--- src/mesam_pkg.sv ---
// mesam_pkg: register map, field positions and reset values of the
// metering event, status and mask block.
// assumes a 12-bit word address on a plain strobe port with 32-bit data.
package mesam_pkg;

  // register word addresses, kept at the printed offsets
  localparam logic [11:0] OFS_NOLOAD_CHANGE = 12'h402;
  localparam logic [11:0] OFS_EVENT_LEVEL = 12'h404;
  localparam logic [11:0] OFS_INT_ENABLE_LOW = 12'h405;
  localparam logic [11:0] OFS_NOLOAD_MASK = 12'h407;
  localparam logic [11:0] OFS_SOFT_RESET = 12'h408;
  localparam logic [11:0] OFS_PHASE_NOLOAD = 12'h409;

  // sticky status layout (noload_change_flags)
  localparam int CHG_LSB = 0;
  localparam int CHG_W = 5;
  localparam int EVT_LSB = 18;
  localparam int EVT_W = 8;
  localparam int ERR_LSB = 28;
  localparam int ERR_W = 2;

  // event_level_flags layout
  localparam int LVL_DIP_LSB = 0;
  localparam int LVL_SWELL_LSB = 3;
  localparam int LVL_SIGN_LSB = 6;
  localparam int LVL_NOLOAD_LSB = 10;
  localparam int LVL_WFREADY_BIT = 16;

  // interrupt_enable_low: bits 31..26 reserved, read as zero
  localparam int MASK_W = 26;

  // soft reset control bit
  localparam int SOFT_RESET_BIT = 0;

  // no-load input: six energy types, three phases each
  localparam int NL_TYPES = 6;
  localparam int NL_PHASES = 3;
  localparam int NL_W = 18;

  // reset values
  localparam logic [31:0] STATUS_RST = 32'h0000_0000;
  localparam logic [MASK_W-1:0] MASK_RST = 26'h000_0000;
  localparam logic [CHG_W-1:0] NL_MASK_RST = 5'h00;
  localparam logic [NL_W-1:0] PHASE_NL_RST = 18'h0_0000;
  localparam logic [31:0] READ_IDLE = 32'h0000_0000;

endpackage : mesam_pkg

--- src/mesam_pulse_sync.sv ---
// mesam_pulse_sync: two-stage synchroniser for pulse pins and a
// high-to-low edge detector on the synchronised level.
// assumes pin pulses last at least two core_clk periods.
`timescale 1ns/1ps
module mesam_pulse_sync #(
  parameter int W = 4
) (
  input wire logic core_clk,
  input wire logic resetn,
  input wire logic [W-1:0] pinIn,
  output logic [W-1:0] fallPulse
);

  logic [W-1:0] meta_q;
  logic [W-1:0] sync_q;
  logic [W-1:0] prev_q;
  logic [W-1:0] fall_q;

  // first stage is read only by the second
  always_ff @(posedge core_clk) begin
    if (!resetn) begin
      meta_q <= '0;
      sync_q <= '0;
    end else begin
      meta_q <= pinIn;
      sync_q <= meta_q;
    end
  end

  // falling edge seen on the clean level, one-cycle pulse
  always_ff @(posedge core_clk) begin
    if (!resetn) begin
      prev_q <= '0;
      fall_q <= '0;
    end else begin
      prev_q <= sync_q;
      fall_q <= prev_q & ~sync_q;
    end
  end

  assign fallPulse = fall_q;

endmodule : mesam_pulse_sync

--- src/mesam_ctrl.sv ---
// mesam_ctrl: latched no-load change flags, event level register,
// interrupt mask and the single interrupt request of the metering core.
// assumes metrology inputs are on core_clk; pulse pins are asynchronous.
//
// Functional notes
// - latch total active/reactive/apparent no-load change bits 0..2, record phase
// - latch fundamental active/reactive no-load change bits 3..4, record phase
// - event bit 16 rises to one when new waveform samples are ready
// - total no-load level bits 10..12 high while all phases out of no load
// - fundamental no-load level bits 13..15 high while all phases out
// - sign bits 6..9 per pulse output: one positive, zero negative energy
// - sign bits update only on high-to-low edge of the pulse pin
// - swell level bits 3..5 follow phase A..C swell condition
// - dip level bits 0..2 follow phase A..C dip condition
// - temperature ready interrupt only with mask bit 25; bits 31..26 reserved
// - current-sum mismatch change interrupt only with mask bit 24
// - resampled buffer full interrupt only with mask bit 23
// - waveform trigger event interrupt only with mask bit 22
// - distortion and power factor update interrupt only with mask bit 21
// - multicycle rms update interrupt only with mask bit 20
// - half-cycle rms update interrupt only with mask bit 19
// - accumulated power update interrupt only with mask bit 18
// - two fatal errors are non-maskable, held until soft or hard reset
//
// The plain strobed port is this design's own decision.
`timescale 1ns/1ps
module mesam_ctrl
  import mesam_pkg::*;
(
  input wire logic core_clk,
  input wire logic resetn,
  // register port
  input wire logic [11:0] regAddr,
  input wire logic [31:0] regWrData,
  input wire logic regWrEn,
  input wire logic regRdEn,
  output logic [31:0] regRdData,
  // per-phase no-load state, 3 bits per energy type
  input wire logic [17:0] noloadIn,
  input wire logic [2:0] dipIn,
  input wire logic [2:0] swellIn,
  // energy pulse pins and the sign of the energy behind each
  input wire logic energyPulseOut1,
  input wire logic energyPulseOut2,
  input wire logic energyPulseOut3,
  input wire logic energyPulseOut4,
  input wire logic [3:0] pulseSignIn,
  // one-cycle event strobes from metrology
  input wire logic waveformSampleReady,
  input wire logic tempReady,
  input wire logic currentSumMismatch,
  input wire logic resampledBufferFull,
  input wire logic waveformTrigger,
  input wire logic distortionPfReady,
  input wire logic multicycleRmsReady,
  input wire logic halfcycleRmsReady,
  input wire logic powerReady,
  input wire logic fatalError0,
  input wire logic fatalError1,
  // interrupt request, level, active high
  output logic irq
);

  // any phase of energy type t flagged in a packed no-load vector
  function automatic logic phaseOr(input logic [NL_W-1:0] v, input int t);
    logic r;
    r = 1'b0;
    for (int p = 0; p < NL_PHASES; p++) begin
      r = r | v[t*NL_PHASES+p];
    end
    return r;
  endfunction : phaseOr

  // address match qualified by a strobe
  function automatic logic hit(input logic en, input logic [11:0] a, input logic [11:0] o);
    return en && (a == o);
  endfunction : hit

  logic softRst_q;
  logic clrAll;
  logic [31:0] status_q;
  logic [31:0] statusSet;
  logic [31:0] statusClr;
  logic [MASK_W-1:0] interrupt_enable_low_q;
  logic [CHG_W-1:0] noloadMask_q;
  logic [NL_W-1:0] phaseNoload_q;
  logic armed_q;
  logic [NL_TYPES-1:0] noloadLevel_q;
  logic [CHG_W-1:0] noloadChange;
  logic [3:0] pulseSign_q;
  logic [3:0] pulseFall;
  logic [2:0] dip_q;
  logic [2:0] swell_q;
  logic wfReady_q;
  logic [EVT_W-1:0] evtVec;
  logic [31:0] eventLevel;
  logic [31:0] rdMux;
  logic [31:0] rdData_q;
  logic irq_q;
  logic [EVT_W-1:0] evtGate;
  logic chgHit;
  logic errHit;

  // software reset acts like the hard one on every held flag
  assign clrAll = !resetn || softRst_q;

  // soft reset strobe, one cycle after the write
  always_ff @(posedge core_clk) begin
    if (!resetn) begin
      softRst_q <= 1'b0;
    end else begin
      softRst_q <= hit(regWrEn, regAddr, OFS_SOFT_RESET) && regWrData[SOFT_RESET_BIT];
    end
  end

  // pulse pins arrive from outside core_clk, so they pass two flops
  mesam_pulse_sync #(
    .W(4)
  ) u_pulse_sync (
    .core_clk(core_clk),
    .resetn(resetn),
    .pinIn({energyPulseOut4, energyPulseOut3, energyPulseOut2, energyPulseOut1}),
    .fallPulse(pulseFall)
  );

  always_ff @(posedge core_clk) begin
    if (clrAll) begin
      pulseSign_q <= 4'h0;
    end else begin
      for (int i = 0; i < 4; i++) begin
        if (pulseFall[i]) begin
          pulseSign_q[i] <= pulseSignIn[i];
        end
      end
    end
  end

  always_ff @(posedge core_clk) begin
    if (clrAll) begin
      dip_q <= 3'h0;
    end else begin
      dip_q <= dipIn;
    end
  end

  always_ff @(posedge core_clk) begin
    if (clrAll) begin
      swell_q <= 3'h0;
    end else begin
      swell_q <= swellIn;
    end
  end

  always_ff @(posedge core_clk) begin
    if (clrAll) begin
      phaseNoload_q <= PHASE_NL_RST;
    end else begin
      phaseNoload_q <= noloadIn;
    end
  end

  // armed_q hides the first sample so reset
  // does not look like a change of every phase
  always_ff @(posedge core_clk) begin
    if (clrAll) begin
      armed_q <= 1'b0;
    end else begin
      armed_q <= 1'b1;
    end
  end

  always_comb begin
    noloadChange = '0;
    for (int t = 0; t < CHG_W; t++) begin
      noloadChange[t] = armed_q && phaseOr(noloadIn ^ phaseNoload_q, t);
    end
  end

  always_ff @(posedge core_clk) begin
    if (clrAll) begin
      noloadLevel_q <= '0;
    end else begin
      for (int t = 0; t < NL_TYPES; t++) begin
        noloadLevel_q[t] <= !phaseOr(noloadIn, t);
      end
    end
  end

  // sample-ready flag, cleared by reading the event register
  // a new sample in the read cycle keeps the flag up
  always_ff @(posedge core_clk) begin
    if (clrAll) begin
      wfReady_q <= 1'b0;
    end else if (waveformSampleReady) begin
      wfReady_q <= 1'b1;
    end else if (hit(regRdEn, regAddr, OFS_EVENT_LEVEL)) begin
      wfReady_q <= 1'b0;
    end
  end

  // event strobes in mask bit order, 25 down to 18
  assign evtVec = {tempReady, currentSumMismatch, resampledBufferFull, waveformTrigger,
                   distortionPfReady, multicycleRmsReady, halfcycleRmsReady, powerReady};

  // sticky set sources
  always_comb begin
    statusSet = '0;
    statusSet[CHG_LSB +: CHG_W] = noloadChange;
    statusSet[EVT_LSB +: EVT_W] = evtVec;
    statusSet[ERR_LSB +: ERR_W] = {fatalError1, fatalError0};
  end

  // write-one-to-clear; fatal errors are not clearable this way
  always_comb begin
    statusClr = '0;
    if (hit(regWrEn, regAddr, OFS_NOLOAD_CHANGE)) begin
      statusClr[CHG_LSB +: CHG_W] = regWrData[CHG_LSB +: CHG_W];
      statusClr[EVT_LSB +: EVT_W] = regWrData[EVT_LSB +: EVT_W];
    end
  end

  // set wins over a clear in the same cycle
  always_ff @(posedge core_clk) begin
    if (clrAll) begin
      status_q <= STATUS_RST;
    end else begin
      status_q <= (status_q & ~statusClr) | statusSet;
    end
  end

  always_ff @(posedge core_clk) begin
    if (clrAll) begin
      interrupt_enable_low_q <= MASK_RST;
    end else if (hit(regWrEn, regAddr, OFS_INT_ENABLE_LOW)) begin
      interrupt_enable_low_q <= regWrData[MASK_W-1:0];
    end
  end

  // mask of the no-load change flags, same bit layout as status
  always_ff @(posedge core_clk) begin
    if (clrAll) begin
      noloadMask_q <= NL_MASK_RST;
    end else if (hit(regWrEn, regAddr, OFS_NOLOAD_MASK)) begin
      noloadMask_q <= regWrData[CHG_LSB +: CHG_W];
    end
  end

  // one gate per event; mask bits 17..0 gate nothing in this block
  always_comb begin
    evtGate = '0;
    evtGate[7] = status_q[EVT_LSB+7] && interrupt_enable_low_q[EVT_LSB+7];
    evtGate[6] = status_q[EVT_LSB+6] && interrupt_enable_low_q[EVT_LSB+6];
    evtGate[5] = status_q[EVT_LSB+5] && interrupt_enable_low_q[EVT_LSB+5];
    evtGate[4] = status_q[EVT_LSB+4] && interrupt_enable_low_q[EVT_LSB+4];
    evtGate[3] = status_q[EVT_LSB+3] && interrupt_enable_low_q[EVT_LSB+3];
    evtGate[2] = status_q[EVT_LSB+2] && interrupt_enable_low_q[EVT_LSB+2];
    evtGate[1] = status_q[EVT_LSB+1] && interrupt_enable_low_q[EVT_LSB+1];
    evtGate[0] = status_q[EVT_LSB] && interrupt_enable_low_q[EVT_LSB];
  end

  assign chgHit = |(status_q[CHG_LSB +: CHG_W] & noloadMask_q);

  assign errHit = |status_q[ERR_LSB +: ERR_W];

  // or of all causes; registered so irq never glitches
  always_ff @(posedge core_clk) begin
    if (clrAll) begin
      irq_q <= 1'b0;
    end else begin
      irq_q <= chgHit || (|evtGate) || errHit;
    end
  end

  assign irq = irq_q;

  // event level register image; bits 31..17 read zero
  always_comb begin
    eventLevel = '0;
    eventLevel[LVL_DIP_LSB +: 3] = dip_q;
    eventLevel[LVL_SWELL_LSB +: 3] = swell_q;
    eventLevel[LVL_SIGN_LSB +: 4] = pulseSign_q;
    eventLevel[LVL_NOLOAD_LSB +: 3] = noloadLevel_q[2:0];
    eventLevel[LVL_NOLOAD_LSB+3 +: 3] = noloadLevel_q[5:3];
    eventLevel[LVL_WFREADY_BIT] = wfReady_q;
  end

  // read decode; unmapped addresses read zero
  always_comb begin
    rdMux = READ_IDLE;
    if (regAddr == OFS_NOLOAD_CHANGE) begin
      rdMux = status_q;
    end else if (regAddr == OFS_EVENT_LEVEL) begin
      rdMux = eventLevel;
    end else if (regAddr == OFS_INT_ENABLE_LOW) begin
      rdMux = {6'h00, interrupt_enable_low_q};
    end else if (regAddr == OFS_NOLOAD_MASK) begin
      rdMux = {27'h000_0000, noloadMask_q};
    end else if (regAddr == OFS_PHASE_NOLOAD) begin
      rdMux = {14'h0000, phaseNoload_q};
    end
  end

  // read data stand only in the cycle after the strobe
  always_ff @(posedge core_clk) begin
    if (!resetn) begin
      rdData_q <= READ_IDLE;
    end else if (regRdEn) begin
      rdData_q <= rdMux;
    end else begin
      rdData_q <= READ_IDLE;
    end
  end

  assign regRdData = rdData_q;

endmodule : mesam_ctrl

--- config.mk ---
export PLATFORM = sky130hd
export DESIGN_NAME = mesam_ctrl
export DESIGN_NICKNAME = d
export VERILOG_FILES = /design/src/mesam_pkg.sv /design/src/mesam_pulse_sync.sv /design/src/mesam_ctrl.sv
export SDC_FILE = /design/constraint.sdc
export NUM_CORES = 1
export LEC_CHECK = 0
export BUFFER_PORTS_ARGS = -buffer_cell sky130_fd_sc_hd__buf_4
export CORE_UTILIZATION = 56
export CTS_CLUSTER_DIAMETER = 100
export DETAILED_ROUTE_END_ITERATION = 16
export GPL_TIMING_DRIVEN = 0
export PLACE_DENSITY = 0.84
export SETUP_SLACK_MARGIN = 0.2
export SLEW_MARGIN = 15
export SYNTH_ARGS = -nofsm -noshare
export SYNTH_HDL_FRONTEND = slang
export SYNTH_SLANG_ARGS = --single-unit
--- constraint.sdc ---
create_clock -name core_clk -period 4.7 [get_ports core_clk]
set_input_delay 0.47 -clock core_clk [delete_from_list [all_inputs] [get_ports core_clk]]
set_output_delay 0.47 -clock core_clk [all_outputs]
set_load 0.01 [all_outputs]
* Yosys cells after proc, flatten, opt, wreduce, memory -nomap -nowiden
Cells that the tools add are included.
Cells by class: eq/ne operators 6, muxes and demuxes 10, bitwise operators 29, reductions and logical operators 34
Operators with widths (count):
- == test 12 x 11 -> 1 bit (second input constant) | 6
- 2-to-1 mux 26 bit | 2
- 2-to-1 mux 18 bit | 2
- bitwise AND 32 bit | 1
- 2-to-1 mux 32 bit | 1
- inverter 26 -> 32 bit | 1
- OR 32 x 30 -> 32 bit | 1
- OR 1 bit | 22
- logical AND 1 bit | 19
- bitwise XOR 15 bit | 1
- 2-to-1 mux 8 bit | 1
- OR reduction 8 bit | 1
- logical NOT 1 bit | 7
- bitwise AND 5 bit | 1
- 2-to-1 mux 5 bit | 1
- OR reduction 5 bit | 1
- bitwise AND 4 bit | 1
- inverter 4 bit | 1
- logical OR 1 bit | 3
- 2-to-1 mux 1 bit | 3
- AND reduction 2 bit | 1
- nonzero test 2 bit | 1
- OR reduction 2 bit | 1
Storage, ports and cells: register bits 149, bits of input ports 91, output and inout bits 33, logic and storage cells 99

* Depth between registers and ports, before layout
depth in word-level cells 6, mapped depth 7, gate-level depth less buffers 4

* Cells and area by module
Synthesis repeated with hierarchy kept, for this count alone.
Second synthesis, totals: cells, all modules 488, area, all modules 4803.4 um^2
Modules (own cells, without submodules):
- mesam_ctrl | times used 1, cells each 455, area each 4346.7 um^2, seq. area each 2242.2 um^2
- mesam_pulse_sync | times used 1, cells each 33, area each 456.7 um^2, seq. area each 320.3 um^2

* Worst setup path before layout
No wires, ideal clock.
kind input to register, start input regAddr[0], end register status_q[19], library setup time 132 ps, arrival time 2038 ps, setup slack 2530 ps, stages 6, path buffers 2, cells stage by stage buf_2 -> or4b_1 -> or4_1 -> clkbuf_1 -> o21ai_0 -> a21oi_1
Between the ends: word-level cells in the longest chain between the ends 6
Ends and longest elaborated chain:
- start: declaration | line mesam_ctrl.sv:33 | input wire logic [11:0] regAddr,
- == test 12 x 11 -> 1 bit | line mesam_ctrl.sv:76 | return en && (a == o);
- logical AND 1 bit | line mesam_ctrl.sv:76
- 2-to-1 mux 8 bit | line mesam_ctrl.sv:216 | if (hit(regWrEn, regAddr, OFS_NOLOAD_CHANGE)) begin
- inverter 26 -> 32 bit | line mesam_ctrl.sv:227 | status_q <= (status_q & ~statusClr) | statusSet;
- bitwise AND 32 bit | line mesam_ctrl.sv:227
- OR 32 x 30 -> 32 bit | line mesam_ctrl.sv:227
- end signal: assignment | line mesam_ctrl.sv:227
- end: declaration | line mesam_ctrl.sv:81 | logic [31:0] status_q;
No other way between the ends. A chain may end at the register's enable or synchronous reset.

* Final worst setup path
start input regAddr[1], end register rdData_q[4], in the netlist regRdData[4]
Between the ends: word-level cells in the longest chain between the ends 6, elaborated cells between the ends (all ways) 10, those cells by class 5 x eq/ne; 5 x mux
Ends and longest elaborated chain:
- == test 12 x 11 -> 1 bit | line mesam_ctrl.sv:298 | end else if (regAddr == OFS_PHASE_NOLOAD) begin
- 2-to-1 mux 18 bit | line mesam_ctrl.sv:298
- 2-to-1 mux 18 bit | line mesam_ctrl.sv:296 | end else if (regAddr == OFS_NOLOAD_MASK) begin
- 2-to-1 mux 26 bit | line mesam_ctrl.sv:294 | end else if (regAddr == OFS_INT_ENABLE_LOW) begin
- 2-to-1 mux 26 bit | line mesam_ctrl.sv:292 | end else if (regAddr == OFS_EVENT_LEVEL) begin
- 2-to-1 mux 32 bit (*) | line mesam_ctrl.sv:290 | if (regAddr == OFS_NOLOAD_CHANGE) begin
- end signal: assignment | line mesam_ctrl.sv:308 | rdData_q <= rdMux;
- end: declaration | line mesam_ctrl.sv:98 | logic [31:0] rdData_q;
Every way passes the cells marked *; elsewhere a longest branch is shown, timed or not.

==> flow_summary.toml <==
[status]
status = "finished clean"

[setup_path]
critPathMaxStageDelay_ps = 910
crit_slowest_cell = "nor4_1"
crit_family = "simple AND/OR/NAND/NOR gates"
required_ps = 5080
end_kind = "flip-flop"
crit_buf_inv = 2
setup.reg_to_reg.worst_slack_ps = 2820
path_class = "in -> reg"
crit_fanout = 10
setup.worst_path.start = "regAddr[1]"
crit_path_cell_trace = "buf_4 > buf_2 > or4b_2 > nor4_1 > a22oi_1 > o31ai_1"
cp.arrival_ps = 2760
worst_setup_path_start_kind = "primary input"
r2r_start = "softRst_q"

[detailed_routing]
vias = 4464
final_antenna_net_count = 0
first_iter_violations = 358
wl_per_cell_um = 18.7
route.detailed.drc = 0
totalWireLength_um = 14000
first_pass_iters = 8
avgViaCountPerCell = 5.95

[timing]
slew_headroom_pct = 22.0
layout_min_cycle_time_ps = 2380
rsz0062_at_grt = "false"
worstMarginPinSlew_ps = 1160
max_freq_mhz = 420
hold_viol = 0
fin_setup_tns_ps = 0
worst_slack_ps = 2320
final-setup-viol-count = 0
fin_skew_ps = 5.33
slew_viol_final = 0
fin_crit_sh_pct = 50.6

[placement]
place_area_um2 = 5820
dpl.cell_count = 720
dp.final_hpwl_um = 9920
finalWeightedCongestion = 0.893
port_buffers = 112
place_worst_setup_slack_ps = 1970

[clock_tree]
clk_pin_slew_ps = 60
post_cts.repair.setup_buffers = 0
cts_buffers = 17
clk_latency_ps = 510
clock_sinks = 128
htree_num_levels = 4
hold_buffers = 0
cts-resized-gates = 0
tritoncts = "yes"
clock_path_buffers = 2
clock-root-buffer = "clkbuf_8"

[hold_path]
hp-start = "noloadIn[17]"
hold_path.class = "in -> reg"

[grt]
track_usage_pct = 32.5
overflow = 0
grt_pass1_wl_um = 21600
grt_max_degree = 17
antenna_found_initial = 1
grt_pass1_vias = 4334

[logic_synthesis]
synthCells = 500
ys_ff_latch = 128
synthFlopType = "dfxtp_1"
syn_area_um2 = 4840
async_flop_share_pct = 0
synth.distinct_cells = 44
yosysWarnings = 0
ys_seq_area_share_pct = 53.0
syn_area_per_cell_um2 = 9.68
synth-edff-count = 0

[final_layout]
instances_no_fill = 750
antenna_cells = 0
final_common_cell = "dfxtp_1"
final_cell_mix = "dfxtp_1 (128), buf_4 (117), o21ai_0 (49), a21oi_1 (40), and2_1 (38)"
fillers = 572
multiInputGateArea_um2 = 2010
drive_gt1_share_pct = 25.4
fin_area_um2 = 6370
syn_to_final_growth_pct = 31.7
ff_latch_area_um2 = 2560
fin_nets = 725

[floorplan]
core_um2 = 8300
die_area_um2 = 9020
initial_core_util_pct = 58.3
die_x_um = 95.0
ios = 124
die_h_um = 95.0
num_rows = 33

[pwr]
powerDensity_nw_per_um2 = 396
irDropWorstVdd_mv = 0.259
power_mw = 2.52
leakage_nw = 2.63

[run]
drv_cap = 0
==> stage by stage <==
step	hold slack, ps	utilization [%]
2_1_floorplan	383	-
3_3_place_gp	392	70.1
3_5_place_dp	414	70.1
4_1_cts	115	76.8
5_1_grt	134	76.8
6_report	116	76.8
==> where the power goes <==
part / switching, mW / total [mW] / internal [mW]
clock network: 0.464 / 1.23 / 0.762
registers: 0.0207 / 1.14 / 1.12
logic: 0.0837 / 0.162 / 0.0787
==> cell type report <==
class                      instances  area share [%]
sequential                       128            40.2
multi-input combinational        310            31.5
timing repair buffer             112            13.2
clock buffer                      21            6.89
buffer                            38            2.79
tap                              105            2.06
clock inverter                     9            1.77
inverter                          27            1.59
==> state kept, by name, summed over array words and instances (netlist names), 3 cells and up <==
register / cells
u_pulse_sync.prev_q: 4
dip_q: 3
phaseNoload_q: 18
regRdData: 28
interrupt_enable_low_q: 26
noloadLevel_q: 6
u_pulse_sync.meta_q: 4
status_q: 15
pulseSign_q: 4
noloadMask_q: 5
u_pulse_sync.sync_q: 4
swell_q: 3
u_pulse_sync.fallPulse: 4
==> routing by layer <==
| metal | part of all wire [%] | wire (um) | vias to the layer above | global-route usage (%) |
|---|---|---|---|---|
| li1 | - | - | 2045 | - |
| met1 | 39 | 5430 | 2098 | 39.2 |
| met5 | 0.085 | 12 | - | 0 |
| met4 | 4.0 | 558 | 2 | 16.4 |
| met3 | 9.4 | 1320 | 55 | 7.89 |
| met2 | 48 | 6720 | 264 | 53.7 |
==> synth_stat cells, types with 2 or more instances <==
library cell | count | share of area [%]
dfxtp_1 | 128 | 53
o21ai_0 | 49 | 5.1
a21oi_1 | 40 | 4.1
and2_1 | 38 | 4.9
inv_1 | 27 | 2.1
nand3_1 | 27 | 2.8
clkbuf_1 | 24 | 1.9
nor2_1 | 22 | 1.7
xor2_1 | 15 | 2.7
a221oi_1 | 14 | 2.5
a211oi_1 | 12 | 1.9
a22o_1 | 10 | 1.8
o31ai_1 | 10 | 1.6
mux2i_1 | 9 | 1.9
a22oi_1 | 8 | 1.2
nor4_1 | 8 | 1.0
buf_2 | 7 | 0.72
buf_4 | 5 | 0.78
nand2_1 | 5 | 0.39
nand2b_1 | 4 | 0.52
nor3_1 | 4 | 0.41
a2111oi_0 | 3 | 0.54
a32oi_1 | 3 | 0.54
and3b_1 | 3 | 0.54
nor4_4 | 3 | 1.3
a41oi_1 | 2 | 0.36
o21ai_1 | 2 | 0.21
or4_4 | 2 | 0.47
==> worst paths after layout <==
check / to / cells past startpoint
worst max register to register: noloadMask_q[0] / 5
worst min register to register: u_pulse_sync.fallPulse[3] / 1
worst max-delay path: regRdData[4] / 6
worst min-delay path: noloadLevel_q[5] / 2
==> cells by family after synthesis <==
group / Yosys count / share of synthesized area, %
AOI/OAI and AO/OA: 156 / 20.4
xor gates and xnor gates: 16 / 2.90
buffers and inverters: 65 / 5.77
DFF: 128 / 53.0
muxes: 9 / 1.86
other: 1 / 0.0775
and+or+nand+nor: 125 / 16.1
No activity file was read; power rests on OpenSTA's default activity.
